`config.mk`:
```
export PLATFORM = sky130hd
export DESIGN_NAME = fault_event_flag_register
export DESIGN_NICKNAME = d
export VERILOG_FILES = /design/src/logic/ffr_pkg.sv /design/src/logic/ffr_flag_cell.sv /design/src/logic/fault_event_flag_register.sv
export VERILOG_INCLUDE_DIRS = /design/src /design/src/logic
export SDC_FILE = /design/constraint.sdc
export NUM_CORES = 1
export LEC_CHECK = 0
export ABC_AREA = 1
export BUFFER_PORTS_ARGS = -buffer_cell sky130_fd_sc_hd__buf_4
export CORE_MARGIN = 2
export CORE_UTILIZATION = 46
export CTS_BUF_LIST = sky130_fd_sc_hd__clkbuf_16
export CTS_CLUSTER_SIZE = 10
export DETAILED_ROUTE_END_ITERATION = 10
export GPL_TIMING_DRIVEN = 0
export HOLD_SLACK_MARGIN = 0.12
export PLACE_DENSITY = 0.76
export SLEW_MARGIN = 30
export SYNTH_ARGS = -nofsm -noshare
export SYNTH_HDL_FRONTEND = slang
export SYNTH_SLANG_ARGS = --single-unit
```
`constraint.sdc`:
```
create_clock -name clk -period 1.5 [get_ports clk]
set_input_delay 0.075 -clock clk [delete_from_list [all_inputs] [get_ports clk]]
set_output_delay 0.075 -clock clk [all_outputs]
set_load 0.005 [all_outputs]
```
`src/logic/ffr_defines.svh`:
```
// Constants for the fault event flag register block.
`ifndef FFR_DEFINES_SVH
`define FFR_DEFINES_SVH
`define FFR_ADDR_W 8
`define FFR_DATA_W 8
`define FFR_FLAG_ADDR 8'h04
`define FFR_CTRL1_ADDR 8'h01
`define FFR_FLAG_RESET 8'h02
`define FFR_SWRST_BIT 7
`define FFR_NUM_EVENTS 6
`define FFR_BIT_RETRY 5
`define FFR_BIT_CURRENT_LIMIT_EVENT_FLAG 4
`define FFR_BIT_THERMAL_WARNING_FLAG 3
`define FFR_BIT_THERMAL_SHUTDOWN_FLAG 2
`define FFR_BIT_UV 1
`define FFR_BIT_OV 0
`define FFR_RSVD_MSB 7
`define FFR_RSVD_LSB 6
`define FFR_UNMAPPED_DATA 8'h00
`endif

```
`src/logic/ffr_pkg.sv`:
```
// Types shared by the fault event flag register block.
`include "ffr_defines.svh"
package ffr_pkg;
  typedef struct packed {
    logic retryEvent;
    logic currentLimitEvent;
    logic thermalWarningEvent;
    logic thermalShutdownEvent;
    logic outputUndervoltageEvent;
    logic outputOvervoltageEvent;
  } ffr_events_t;
  typedef struct packed {
    logic rdStb;
    logic wrStb;
    logic [`FFR_ADDR_W-1:0] addr;
    logic [`FFR_DATA_W-1:0] wdata;
  } ffr_req_t;
  typedef enum logic [1:0] {
    FFR_IDLE = 2'h1,
    FFR_CLEAR = 2'h2
  } ffr_state_t;
endpackage

```
`src/logic/ffr_flag_cell.sv`:
```
// One sticky event flag with set-over-clear priority.
`timescale 1ns/100ps
`default_nettype none
module ffr_flag_cell #(
  parameter logic RESET_VAL = 1'b0
) (
  input wire logic clk,
  input wire logic rst,
  input wire logic softReset,
  input wire logic eventIn,
  input wire logic clearReq,
  output logic flag_q
);
  logic flag_d;
  // A new event beats a clear arriving in the same cycle.
  assign flag_d = softReset ? RESET_VAL : (eventIn | (flag_q & ~clearReq));
  always_ff @(posedge clk or posedge rst) begin
    if (rst) begin
      flag_q <= RESET_VAL;
    end else begin
      flag_q <= flag_d;
    end
  end
endmodule
`default_nettype wire

```
`src/logic/fault_event_flag_register.sv`:
```
// Sticky fault and event flag register reached through the control interface.
`timescale 1ns/100ps
`default_nettype none
`include "ffr_defines.svh"
module fault_event_flag_register
  import ffr_pkg::*;
(
  input wire logic clk,
  input wire logic rst,
  input wire ffr_req_t req,
  input wire ffr_events_t events,
  output logic [`FFR_DATA_W-1:0] rdata_q,
  output logic rvalid_q
);
  localparam logic [`FFR_DATA_W-1:0] RESET_VALUE = `FFR_FLAG_RESET;

  function automatic logic addrHit(input logic [`FFR_ADDR_W-1:0] a,
                                   input logic [`FFR_ADDR_W-1:0] target);
    addrHit = (a == target);
  endfunction

  ffr_state_t state_q;
  ffr_state_t state_d;
  logic [`FFR_NUM_EVENTS-1:0] flags;
  logic [`FFR_NUM_EVENTS-1:0] eventVec;
  logic flagRead;
  logic ctrlWrite;
  logic softReset;
  logic clearReq;
  logic [`FFR_DATA_W-1:0] flagWord;
  logic [`FFR_DATA_W-1:0] readMux;
  logic [`FFR_NUM_EVENTS-1:0] readEvents_d;
  logic [`FFR_NUM_EVENTS-1:0] readEvents_q;
  logic [`FFR_NUM_EVENTS-1:0] clearMask;
  logic [`FFR_NUM_EVENTS-1:0] keepMask;

  assign eventVec = events;
  // Register reads are decoded here; other addresses belong to sibling blocks.
  assign flagRead = req.rdStb & addrHit(req.addr, `FFR_FLAG_ADDR);
  assign ctrlWrite = req.wrStb & addrHit(req.addr, `FFR_CTRL1_ADDR);
  assign softReset = ctrlWrite & req.wdata[`FFR_SWRST_BIT];
  // The clear lands one cycle after the read snapshot, so nothing is lost.
  assign clearReq = (state_q == FFR_CLEAR);
  // Events seen during the read cycle missed the snapshot, so the clear spares them.
  assign readEvents_d = flagRead ? eventVec : '0;
  assign clearMask = {`FFR_NUM_EVENTS{clearReq}} & ~readEvents_q;
  assign keepMask = flags & ~clearMask;
  // Reserved bits are forced to zero.
  assign flagWord = {2'h0, flags};

  always_comb begin
    if (flagRead) begin
      readMux = flagWord;
    end else if (req.rdStb & addrHit(req.addr, `FFR_CTRL1_ADDR)) begin
      readMux = `FFR_UNMAPPED_DATA;
    end else begin
      readMux = `FFR_UNMAPPED_DATA;
    end
  end

  always_comb begin
    case (state_q)
      FFR_IDLE: begin
        state_d = flagRead ? FFR_CLEAR : FFR_IDLE;
      end
      FFR_CLEAR: begin
        state_d = flagRead ? FFR_CLEAR : FFR_IDLE;
      end
      default: begin
        state_d = FFR_IDLE;
      end
    endcase
  end

  genvar gi;
  generate
    for (gi = 0; gi < `FFR_NUM_EVENTS; gi++) begin : g_flag
      // One cell per flag bit; bit 1 resets high.
      ffr_flag_cell #(
        .RESET_VAL(RESET_VALUE[gi])
      ) u_cell (
        .clk(clk),
        .rst(rst),
        .softReset(softReset),
        .eventIn(eventVec[gi]),
        .clearReq(clearMask[gi] & ~softReset),
        .flag_q(flags[gi])
      );
    end
  endgenerate

  always_ff @(posedge clk or posedge rst) begin
    if (rst) begin
      state_q <= FFR_IDLE;
      rdata_q <= '0;
      rvalid_q <= 1'b0;
      readEvents_q <= '0;
    end else begin
      state_q <= softReset ? FFR_IDLE : state_d;
      rdata_q <= readMux;
      rvalid_q <= req.rdStb;
      readEvents_q <= readEvents_d;
    end
  end

  property p_reset_value;
    @(posedge clk) disable iff (rst)
      softReset |=> (flags == RESET_VALUE[`FFR_NUM_EVENTS-1:0]);
  endproperty
  a_reset_value: assert property (p_reset_value) else $error("Soft reset missed.");

  property p_reserved_zero;
    @(posedge clk) disable iff (rst)
      rvalid_q |-> (rdata_q[`FFR_RSVD_MSB:`FFR_RSVD_LSB] == 2'h0);
  endproperty
  a_reserved_zero: assert property (p_reserved_zero) else $error("Reserved bits set.");

  property p_read_data;
    @(posedge clk) disable iff (rst)
      flagRead |=> (rdata_q == {2'h0, $past(flags)}) && rvalid_q;
  endproperty
  a_read_data: assert property (p_read_data) else $error("Read data wrong.");

  property p_retry_set;
    @(posedge clk) disable iff (rst)
      (events.retryEvent && !softReset) |=> flags[`FFR_BIT_RETRY];
  endproperty
  a_retry_set: assert property (p_retry_set) else $error("Retry flag not set.");

  property p_current_limit_event_flag_set;
    @(posedge clk) disable iff (rst)
      (events.currentLimitEvent && !softReset) |=> flags[`FFR_BIT_CURRENT_LIMIT_EVENT_FLAG];
  endproperty
  a_current_limit_event_flag_set: assert property (p_current_limit_event_flag_set) else $error("Limit flag not set.");

  property p_thermal_warning_flag_hold;
    @(posedge clk) disable iff (rst)
      (flags[`FFR_BIT_THERMAL_WARNING_FLAG] && !clearMask[`FFR_BIT_THERMAL_WARNING_FLAG] && !softReset) |=>
        flags[`FFR_BIT_THERMAL_WARNING_FLAG];
  endproperty
  a_thermal_warning_flag_hold: assert property (p_thermal_warning_flag_hold) else $error("Warning flag lost.");

  property p_thermal_shutdown_flag_set;
    @(posedge clk) disable iff (rst)
      (events.thermalShutdownEvent && !softReset) |=> flags[`FFR_BIT_THERMAL_SHUTDOWN_FLAG];
  endproperty
  a_thermal_shutdown_flag_set: assert property (p_thermal_shutdown_flag_set) else $error("Shutdown flag not set.");

  property p_uv_set;
    @(posedge clk) disable iff (rst)
      (events.outputUndervoltageEvent && !softReset) |=> flags[`FFR_BIT_UV];
  endproperty
  a_uv_set: assert property (p_uv_set) else $error("Undervoltage flag not set.");

  property p_ov_set;
    @(posedge clk) disable iff (rst)
      (events.outputOvervoltageEvent && !softReset) |=> flags[`FFR_BIT_OV];
  endproperty
  a_ov_set: assert property (p_ov_set) else $error("Overvoltage flag not set.");

  property p_clear_after_read;
    @(posedge clk) disable iff (rst)
      (flagRead && !softReset && eventVec == '0) ##1 (!softReset && eventVec == '0) |=>
        (flags == '0);
  endproperty
  a_clear_after_read: assert property (p_clear_after_read) else $error("Flags not cleared.");

  property p_rvalid_follows;
    @(posedge clk) disable iff (rst)
      req.rdStb |=> rvalid_q;
  endproperty
  a_rvalid_follows: assert property (p_rvalid_follows) else $error("Read answer missing.");

  property p_rvalid_idle;
    @(posedge clk) disable iff (rst)
      !req.rdStb |=> !rvalid_q;
  endproperty
  a_rvalid_idle: assert property (p_rvalid_idle) else $error("Stray read answer.");

  property p_unmapped_zero;
    @(posedge clk) disable iff (rst)
      !flagRead |=> (rdata_q == `FFR_UNMAPPED_DATA);
  endproperty
  a_unmapped_zero: assert property (p_unmapped_zero) else $error("Other read not zero.");

  // A flag raised during the read cycle was not reported, so it must outlive the clear.
  property p_read_event_kept;
    @(posedge clk) disable iff (rst)
      (flagRead && !softReset) ##1 !softReset |=>
        ((flags & $past(eventVec, 2)) == $past(eventVec, 2));
  endproperty
  a_read_event_kept: assert property (p_read_event_kept) else $error("Read event lost.");

  property p_flag_keep;
    @(posedge clk) disable iff (rst)
      !softReset |=> ((flags & $past(keepMask)) == $past(keepMask));
  endproperty
  a_flag_keep: assert property (p_flag_keep) else $error("Flag dropped early.");

  property p_clear_done;
    @(posedge clk) disable iff (rst)
      (clearReq && !softReset) |=> ((flags & $past(clearMask) & ~$past(eventVec)) == '0);
  endproperty
  a_clear_done: assert property (p_clear_done) else $error("Reported flag kept.");

  property p_no_spurious_set;
    @(posedge clk) disable iff (rst)
      !softReset |=> ((flags & ~$past(flags) & ~$past(eventVec)) == '0);
  endproperty
  a_no_spurious_set: assert property (p_no_spurious_set) else $error("Flag set without event.");

  property p_clear_follows;
    @(posedge clk) disable iff (rst)
      flagRead |=> clearReq;
  endproperty
  a_clear_follows: assert property (p_clear_follows) else $error("Clear missing after read.");

  property p_no_stray_clear;
    @(posedge clk) disable iff (rst)
      !flagRead |=> !clearReq;
  endproperty
  a_no_stray_clear: assert property (p_no_stray_clear) else $error("Clear without read.");

  c_read: cover property (@(posedge clk) disable iff (rst) flagRead ##1 clearReq);
  c_event_on_clear: cover property (@(posedge clk) disable iff (rst) clearReq && eventVec != '0);
  c_soft_reset: cover property (@(posedge clk) disable iff (rst) softReset);
  c_read_event: cover property (@(posedge clk) disable iff (rst) flagRead && eventVec != '0);
  c_unmapped_read: cover property (@(posedge clk) disable iff (rst) req.rdStb && !flagRead);
endmodule
`default_nettype wire

```
# --- Word-level counts from Yosys, hierarchy flattened ---
# Cells that the tools add are included.
word_totals:
  input_bits: 26
  output_inout_bits: 9
  mem_bits_ro: 0
  register_bits: 23
  ramBits: 0
  latch_bits: 0
  mem_count: 0
  word_cells: 56
op_classes:
  eq_ne: 4
  reduce_logical: 1
  magnitude_cmp: 0
  addsub: 0
  div: 0
  mul: 0
  bitwise_logic: 30
  muxes: 11
  shift: 0
ops:
  columns: ["cell", "count"]
  rows:
  - ["1-bit AND", 15]
  - ["6-bit two-way mux", 2]
  - ["8-bit by 1-bit equality test with 1-bit output (second input constant)", 1]
  - ["8-bit by 3-bit equality test with 1-bit output (second input constant)", 1]
  - ["1-bit inverter", 7]
  - ["6-bit AND", 1]
  - ["1-bit two-way mux", 6]
  - ["2-bit two-way mux", 3]
  - ["6-bit inverter", 1]
  - ["1-bit OR", 6]
  - ["2-bit by 1-bit equality test with 1-bit output (second input constant)", 1]
  - ["2-bit equality test (second input constant)", 1]
  - ["2-bit OR reduction", 1]

# --- Logic depth before layout (Yosys ltp) ---
logic_depth:
  ltp_word: 9
  ltp_mapped: 6
  mapped_depth_nobuf: 5

# --- Modules after synthesis ---
# Synthesis repeated with hierarchy kept, for this count alone.
unflattened:
  hier_cells: 110
  hier_area_um2: 954.7
modules_own_cells:
  columns: ["mod", "seq_area_each_um2", "n_inst", "cells_each", "area_each_um2"]
  rows:
  - ["fault_event_flag_register", 376.6, 1, 74, 665.6]
  - ["ffr_flag_cell (g_flag[0].u_cell ...)", 25.0, 5, 6, 48.8]
  - ["ffr_flag_cell (g_flag[1].u_cell)", 26.3, 1, 6, 45.0]

# --- Worst setup path after synthesis ---
# OpenSTA, ideal clock, no wires.
synth_timing:
  kind: "reg-to-reg"
  startpoint: "reg state_q[0]"
  endpoint: "reg g_flag[0].u_cell.flag_q"
  setup_time_ns: 0.071
  required_ns: 1.429
  n_path_buf: 0
  slack_ns: 0.463
  period_less_slack_ns: 1.037
  stages_incl_launch_ff: 6
  t_arrival_ns: 0.965
  path_cell_list: "dfstp_2 > inv_1 > ha_1 > nand2_1 > a21oi_1 > nor2_1"
synth_via:
  elab_chain_len: 7
synth_rtl:
  columns: ["element", "line", "rtl"]
  rows:
  - ["from (decl)", "fault_event_flag_register.sv:22", "ffr_state_t state_q;"]
  - ["from (signal assigned)", "fault_event_flag_register.sv:99", "state_q <= softReset ? FFR_IDLE : state_d;"]
  - ["2-bit equality test", "fault_event_flag_register.sv:43", "assign clearReq = (state_q == FFR_CLEAR);"]
  - ["6-bit AND", "fault_event_flag_register.sv:46", "assign clearMask = {`FFR_NUM_EVENTS{clearReq}} & ~readEvents_q;"]
  - ["1-bit AND", "fault_event_flag_register.sv:86", ".clearReq(clearMask[gi] & ~softReset),"]
  - ["1-bit inverter", "ffr_flag_cell.sv:16", "assign flag_d = softReset ? RESET_VAL : (eventIn | (flag_q & ~clearReq));"]
  - ["1-bit AND", "ffr_flag_cell.sv:16", null]
  - ["1-bit OR", "ffr_flag_cell.sv:16", null]
  - ["1-bit two-way mux", "ffr_flag_cell.sv:16", null]
  - ["named net g_flag[0].u_cell.flag_d", "ffr_flag_cell.sv:14", "logic flag_d;"]
  - ["to (signal assigned)", "ffr_flag_cell.sv:21", "flag_q <= flag_d;"]
  - ["to (decl)", "ffr_flag_cell.sv:12", "output logic flag_q"]
# The timed path passes the listed nets, and every way through them passes these cells.

# --- Final worst setup path ---
layout_timing:
  startpoint: "in req[9] in the netlist's numbering"
  endpoint: "reg readEvents_q[3]"
layout_via:
  elab_chain_len: 3
layout_rtl:
  columns: ["element", "line", "rtl"]
  rows:
  - ["from (decl)", "fault_event_flag_register.sv:10", "input wire ffr_req_t req,"]
  - ["8-bit by 3-bit equality test with 1-bit output", "fault_event_flag_register.sv:19", "addrHit = (a == target);"]
  - ["1-bit AND", "fault_event_flag_register.sv:39", "assign flagRead = req.rdStb & addrHit(req.addr, `FFR_FLAG_ADDR);"]
  - ["6-bit two-way mux", "fault_event_flag_register.sv:45", "assign readEvents_d = flagRead ? eventVec : '0;"]
  - ["named net readEvents_d[3]", "fault_event_flag_register.sv:32", "logic [`FFR_NUM_EVENTS-1:0] readEvents_d;"]
  - ["to (signal assigned)", "fault_event_flag_register.sv:102", "readEvents_q <= readEvents_d;"]
  - ["to (decl)", "fault_event_flag_register.sv:33", "logic [`FFR_NUM_EVENTS-1:0] readEvents_q;"]
# The timed path passes the listed nets, and every way through them passes these cells.

==> results.sh <==
export IMPL_hp_start="req[10]"
export IMPL_drtIter0Drc=3
export IMPL_grt_overflow_total=0
export IMPL_die_h_um=47.7
export IMPL_finalSetupViolCount=0
export IMPL_htree_levels=1
export IMPL_ys_warn_count=0
export IMPL_post_cts_setup_buffers=0
export IMPL_p_comb_share_pct=7.6
export IMPL_skew_ps=2.43
export IMPL_syn_avg_cell_area_um2=9.34
export IMPL_cp_data_required_time_ps=1690
export IMPL_die_area_um2=2270
export IMPL_pre_cts_ws_ps=348
export IMPL_tightest_slew_ps=768
export IMPL_ys_types=17
export IMPL_synthCells=94
export IMPL_ios=35
export IMPL_worstHoldPathType="input port to flop"
export IMPL_slowest_stage="dlygate4sd3_1"
export IMPL_multi_input_area_um2=238
export IMPL_drt_pass1_iterations=4
export IMPL_diodes=0
export IMPL_cp_end_kind="flop"
export IMPL_outcome="completed"
export IMPL_cp_common_cell="nor2_2"
export IMPL_tritoncts="yes"
export IMPL_finalCritPeriodShare_pct=82.1
export IMPL_cts_root_buf="clkbuf_16"
export IMPL_drc_errors=0
export IMPL_register_area_um2=528
export IMPL_ant_nets=0
export IMPL_clkSinkCount=21
export IMPL_numCtsBuffers=3
export IMPL_rows=15
export IMPL_p_seq_share_pct=46.7
export IMPL_clk_latency_ps=250
export IMPL_synth_cell_area_um2=878
export IMPL_path_class="input port to flop"
export IMPL_hold_viol=0
export IMPL_crit_family="buffers and inverters"
export IMPL_final_area_um2=1270
export IMPL_yosysSeqAreaShare_pct=60.1
export IMPL_drv_cap=0
export IMPL_crit_fanout=10
export IMPL_p_per_area_nw_per_um2=960
export IMPL_avgRoutedWirePerCell_um=10.9
export IMPL_grt_use_total_pct=18.0
export IMPL_power_frac_clock_pct=45.7
export IMPL_crit_path_start_kind="input port"
export IMPL_port_buffers=25
export IMPL_drt_total_wl_um=1720
export IMPL_vias=692
export IMPL_syn2layout_area_growth_pct=44.7
export IMPL_crit_chain="dlygate4sd3_1, buf_4, or2_0, nor2_2, nand2_2, buf_6, nor2_2"
export IMPL_gp_congestion=0.705
export IMPL_placed_area_um2=1100
export IMPL_slowest_delay_ps=530
export IMPL_via_per_inst=4.38
export IMPL_rsz0062_at_grt="false"
export IMPL_rr_startpoint="state_q[0]"
export IMPL_initial_core_util_pct=49.8
export IMPL_fp_dieW_um=47.7
export IMPL_crit_buf_inv=3
export IMPL_grt_pass1_vias=607
export IMPL_crit_start="req[9]"
export IMPL_swShare_pct=19.5
export IMPL_p_leak_nw=0.704
export IMPL_finalCriticalPeriod_ps=1230
export IMPL_clk_path_buf_depth=2
export IMPL_fillers=153
export IMPL_antenna_found_initial=0
export IMPL_drive_gt1_share_pct=34.6
export IMPL_tns_ps=0
export IMPL_switchingPower_mw=0.238
export IMPL_synth_seq_cells=21
export IMPL_slew_headroom_pct=48.7
export IMPL_fin_nets=161
export IMPL_dpl_hpwl_um=1050
export IMPL_finalMaxSlewViolations=0
export IMPL_layout_common_cells="27 x buf_4, 24 x inv_1, 19 x dfrtp_1"
export IMPL_timing_hold_ws_ps=127
export IMPL_core_um2=1760
export IMPL_worst_slack_ps=268
export IMPL_crit_arrival_ps=1420
export IMPL_grt_max_degree=22
export IMPL_cts_resized=0
export IMPL_intPower_mw=0.982
export IMPL_peakVddDrop_v=0.000595
export IMPL_path_clk_slew_ps=50
export IMPL_clock_fmax_mhz=812
export IMPL_grt_pass1_wl_um=2610
export IMPL_final_common_cell="buf_4"
worst paths after layout:
| check | endpoint | slack, ps | depth (start not counted) |
|---|---|---|---|
| max reg2reg | g_flag[3].u_cell.flag_q | 280 | 5 |
| max in group asynchronous | rdata_q[1] | 490 | 3 |
| min reg2reg | rdata_q[1] | 490 | 2 |
| min | g_flag[1].u_cell.flag_q | 130 | 4 |
| max | readEvents_q[3] | 270 | 7 |
| min in group asynchronous | readEvents_q[5] | 530 | 3 |
power by group through the flow:
stage          logic (mW)  registers, mW  clock network, mW
6_report           0.0925          0.570              0.558
5_1_grt             0.104          0.570              0.588
4_1_cts            0.0928          0.570              0.569
3_5_place_dp       0.0741          0.580                  0
3_3_place_gp       0.0714          0.580                  0
2_1_floorplan      0.0271          0.580                  0
cells by family after synthesis:
logic type                 count (synthesis)  synth area share [%]
DFF                                       21                  60.1
adders and majority gates                  1                  1.42
other                                      1                 0.427
and+or+nand+nor                           37                  20.8
buffers and inverters                     27                  13.2
AOI/OAI and AO/OA                          7                  3.99
metal layers:
layer  wire length, um  track usage (%)  vias to the layer above
li1                  -                -                      343
met1               643             18.4                      320
met2               954             33.9                       24
met3                80             2.26                        5
met4                39             11.4                        0
met5                 0                0                        -
Yosys cell counts:
cell | instances | area (um2)
nand2_1 | 8 | 30.0
nand2_2 | 1 | 6.26
o21ai_0 | 1 | 5.00
a21oi_1 | 6 | 30.0
buf_4 | 2 | 15.0
nand3b_1 | 1 | 7.51
inv_1 | 24 | 90.1
ha_1 | 1 | 12.5
nor2_1 | 13 | 48.8
or2_0 | 1 | 6.26
nor2_2 | 10 | 62.6
conb_1 | 1 | 3.75
nand3_1 | 2 | 10.0
nor2_4 | 1 | 11.3
buf_6 | 1 | 11.3
dfstp_2 | 2 | 52.6
dfrtp_1 | 19 | 475
per-stage QoR:
stage | power, mW | instances | util [%]
2_1_floorplan | 0.607 | 95 | -
6_report | 1.22 | 158 | 72.1
5_1_grt | 1.26 | 158 | 72.1
4_1_cts | 1.23 | 158 | 72.1
3_5_place_dp | 0.654 | 145 | 62.4
3_3_place_gp | 0.651 | 145 | 62.4
timing repair:
item	CTS	global route
hold buffers	9	0
hold endpoints to repair	31	0
setup endpoints to repair	0	0
layout make-up:
type                       instances  area share, %
sequential                        21           41.5
clock buffer                       3           5.91
clock inverter                     1          0.394
inverter                          24           7.09
buffer                             3           2.07
multi-input combinational         47           18.7
timing repair buffer              34           21.9
tap                               25           2.46
registers in the layout, indices dropped and copies added, names as in the netlist:
name and cells:
g_flag.u_cell.flag_q 6, rdata_q 6, readEvents_q 6, rvalid_q 1, state_q 2
worst reg2reg max path: stages, from the launching register on:
cell and delay [ps]:
dfstp_2 510, inv_1 30, ha_1 280, nand2_1 100, a21oi_1 70, nor2_1 140
(Power assumes the default switching activity.)
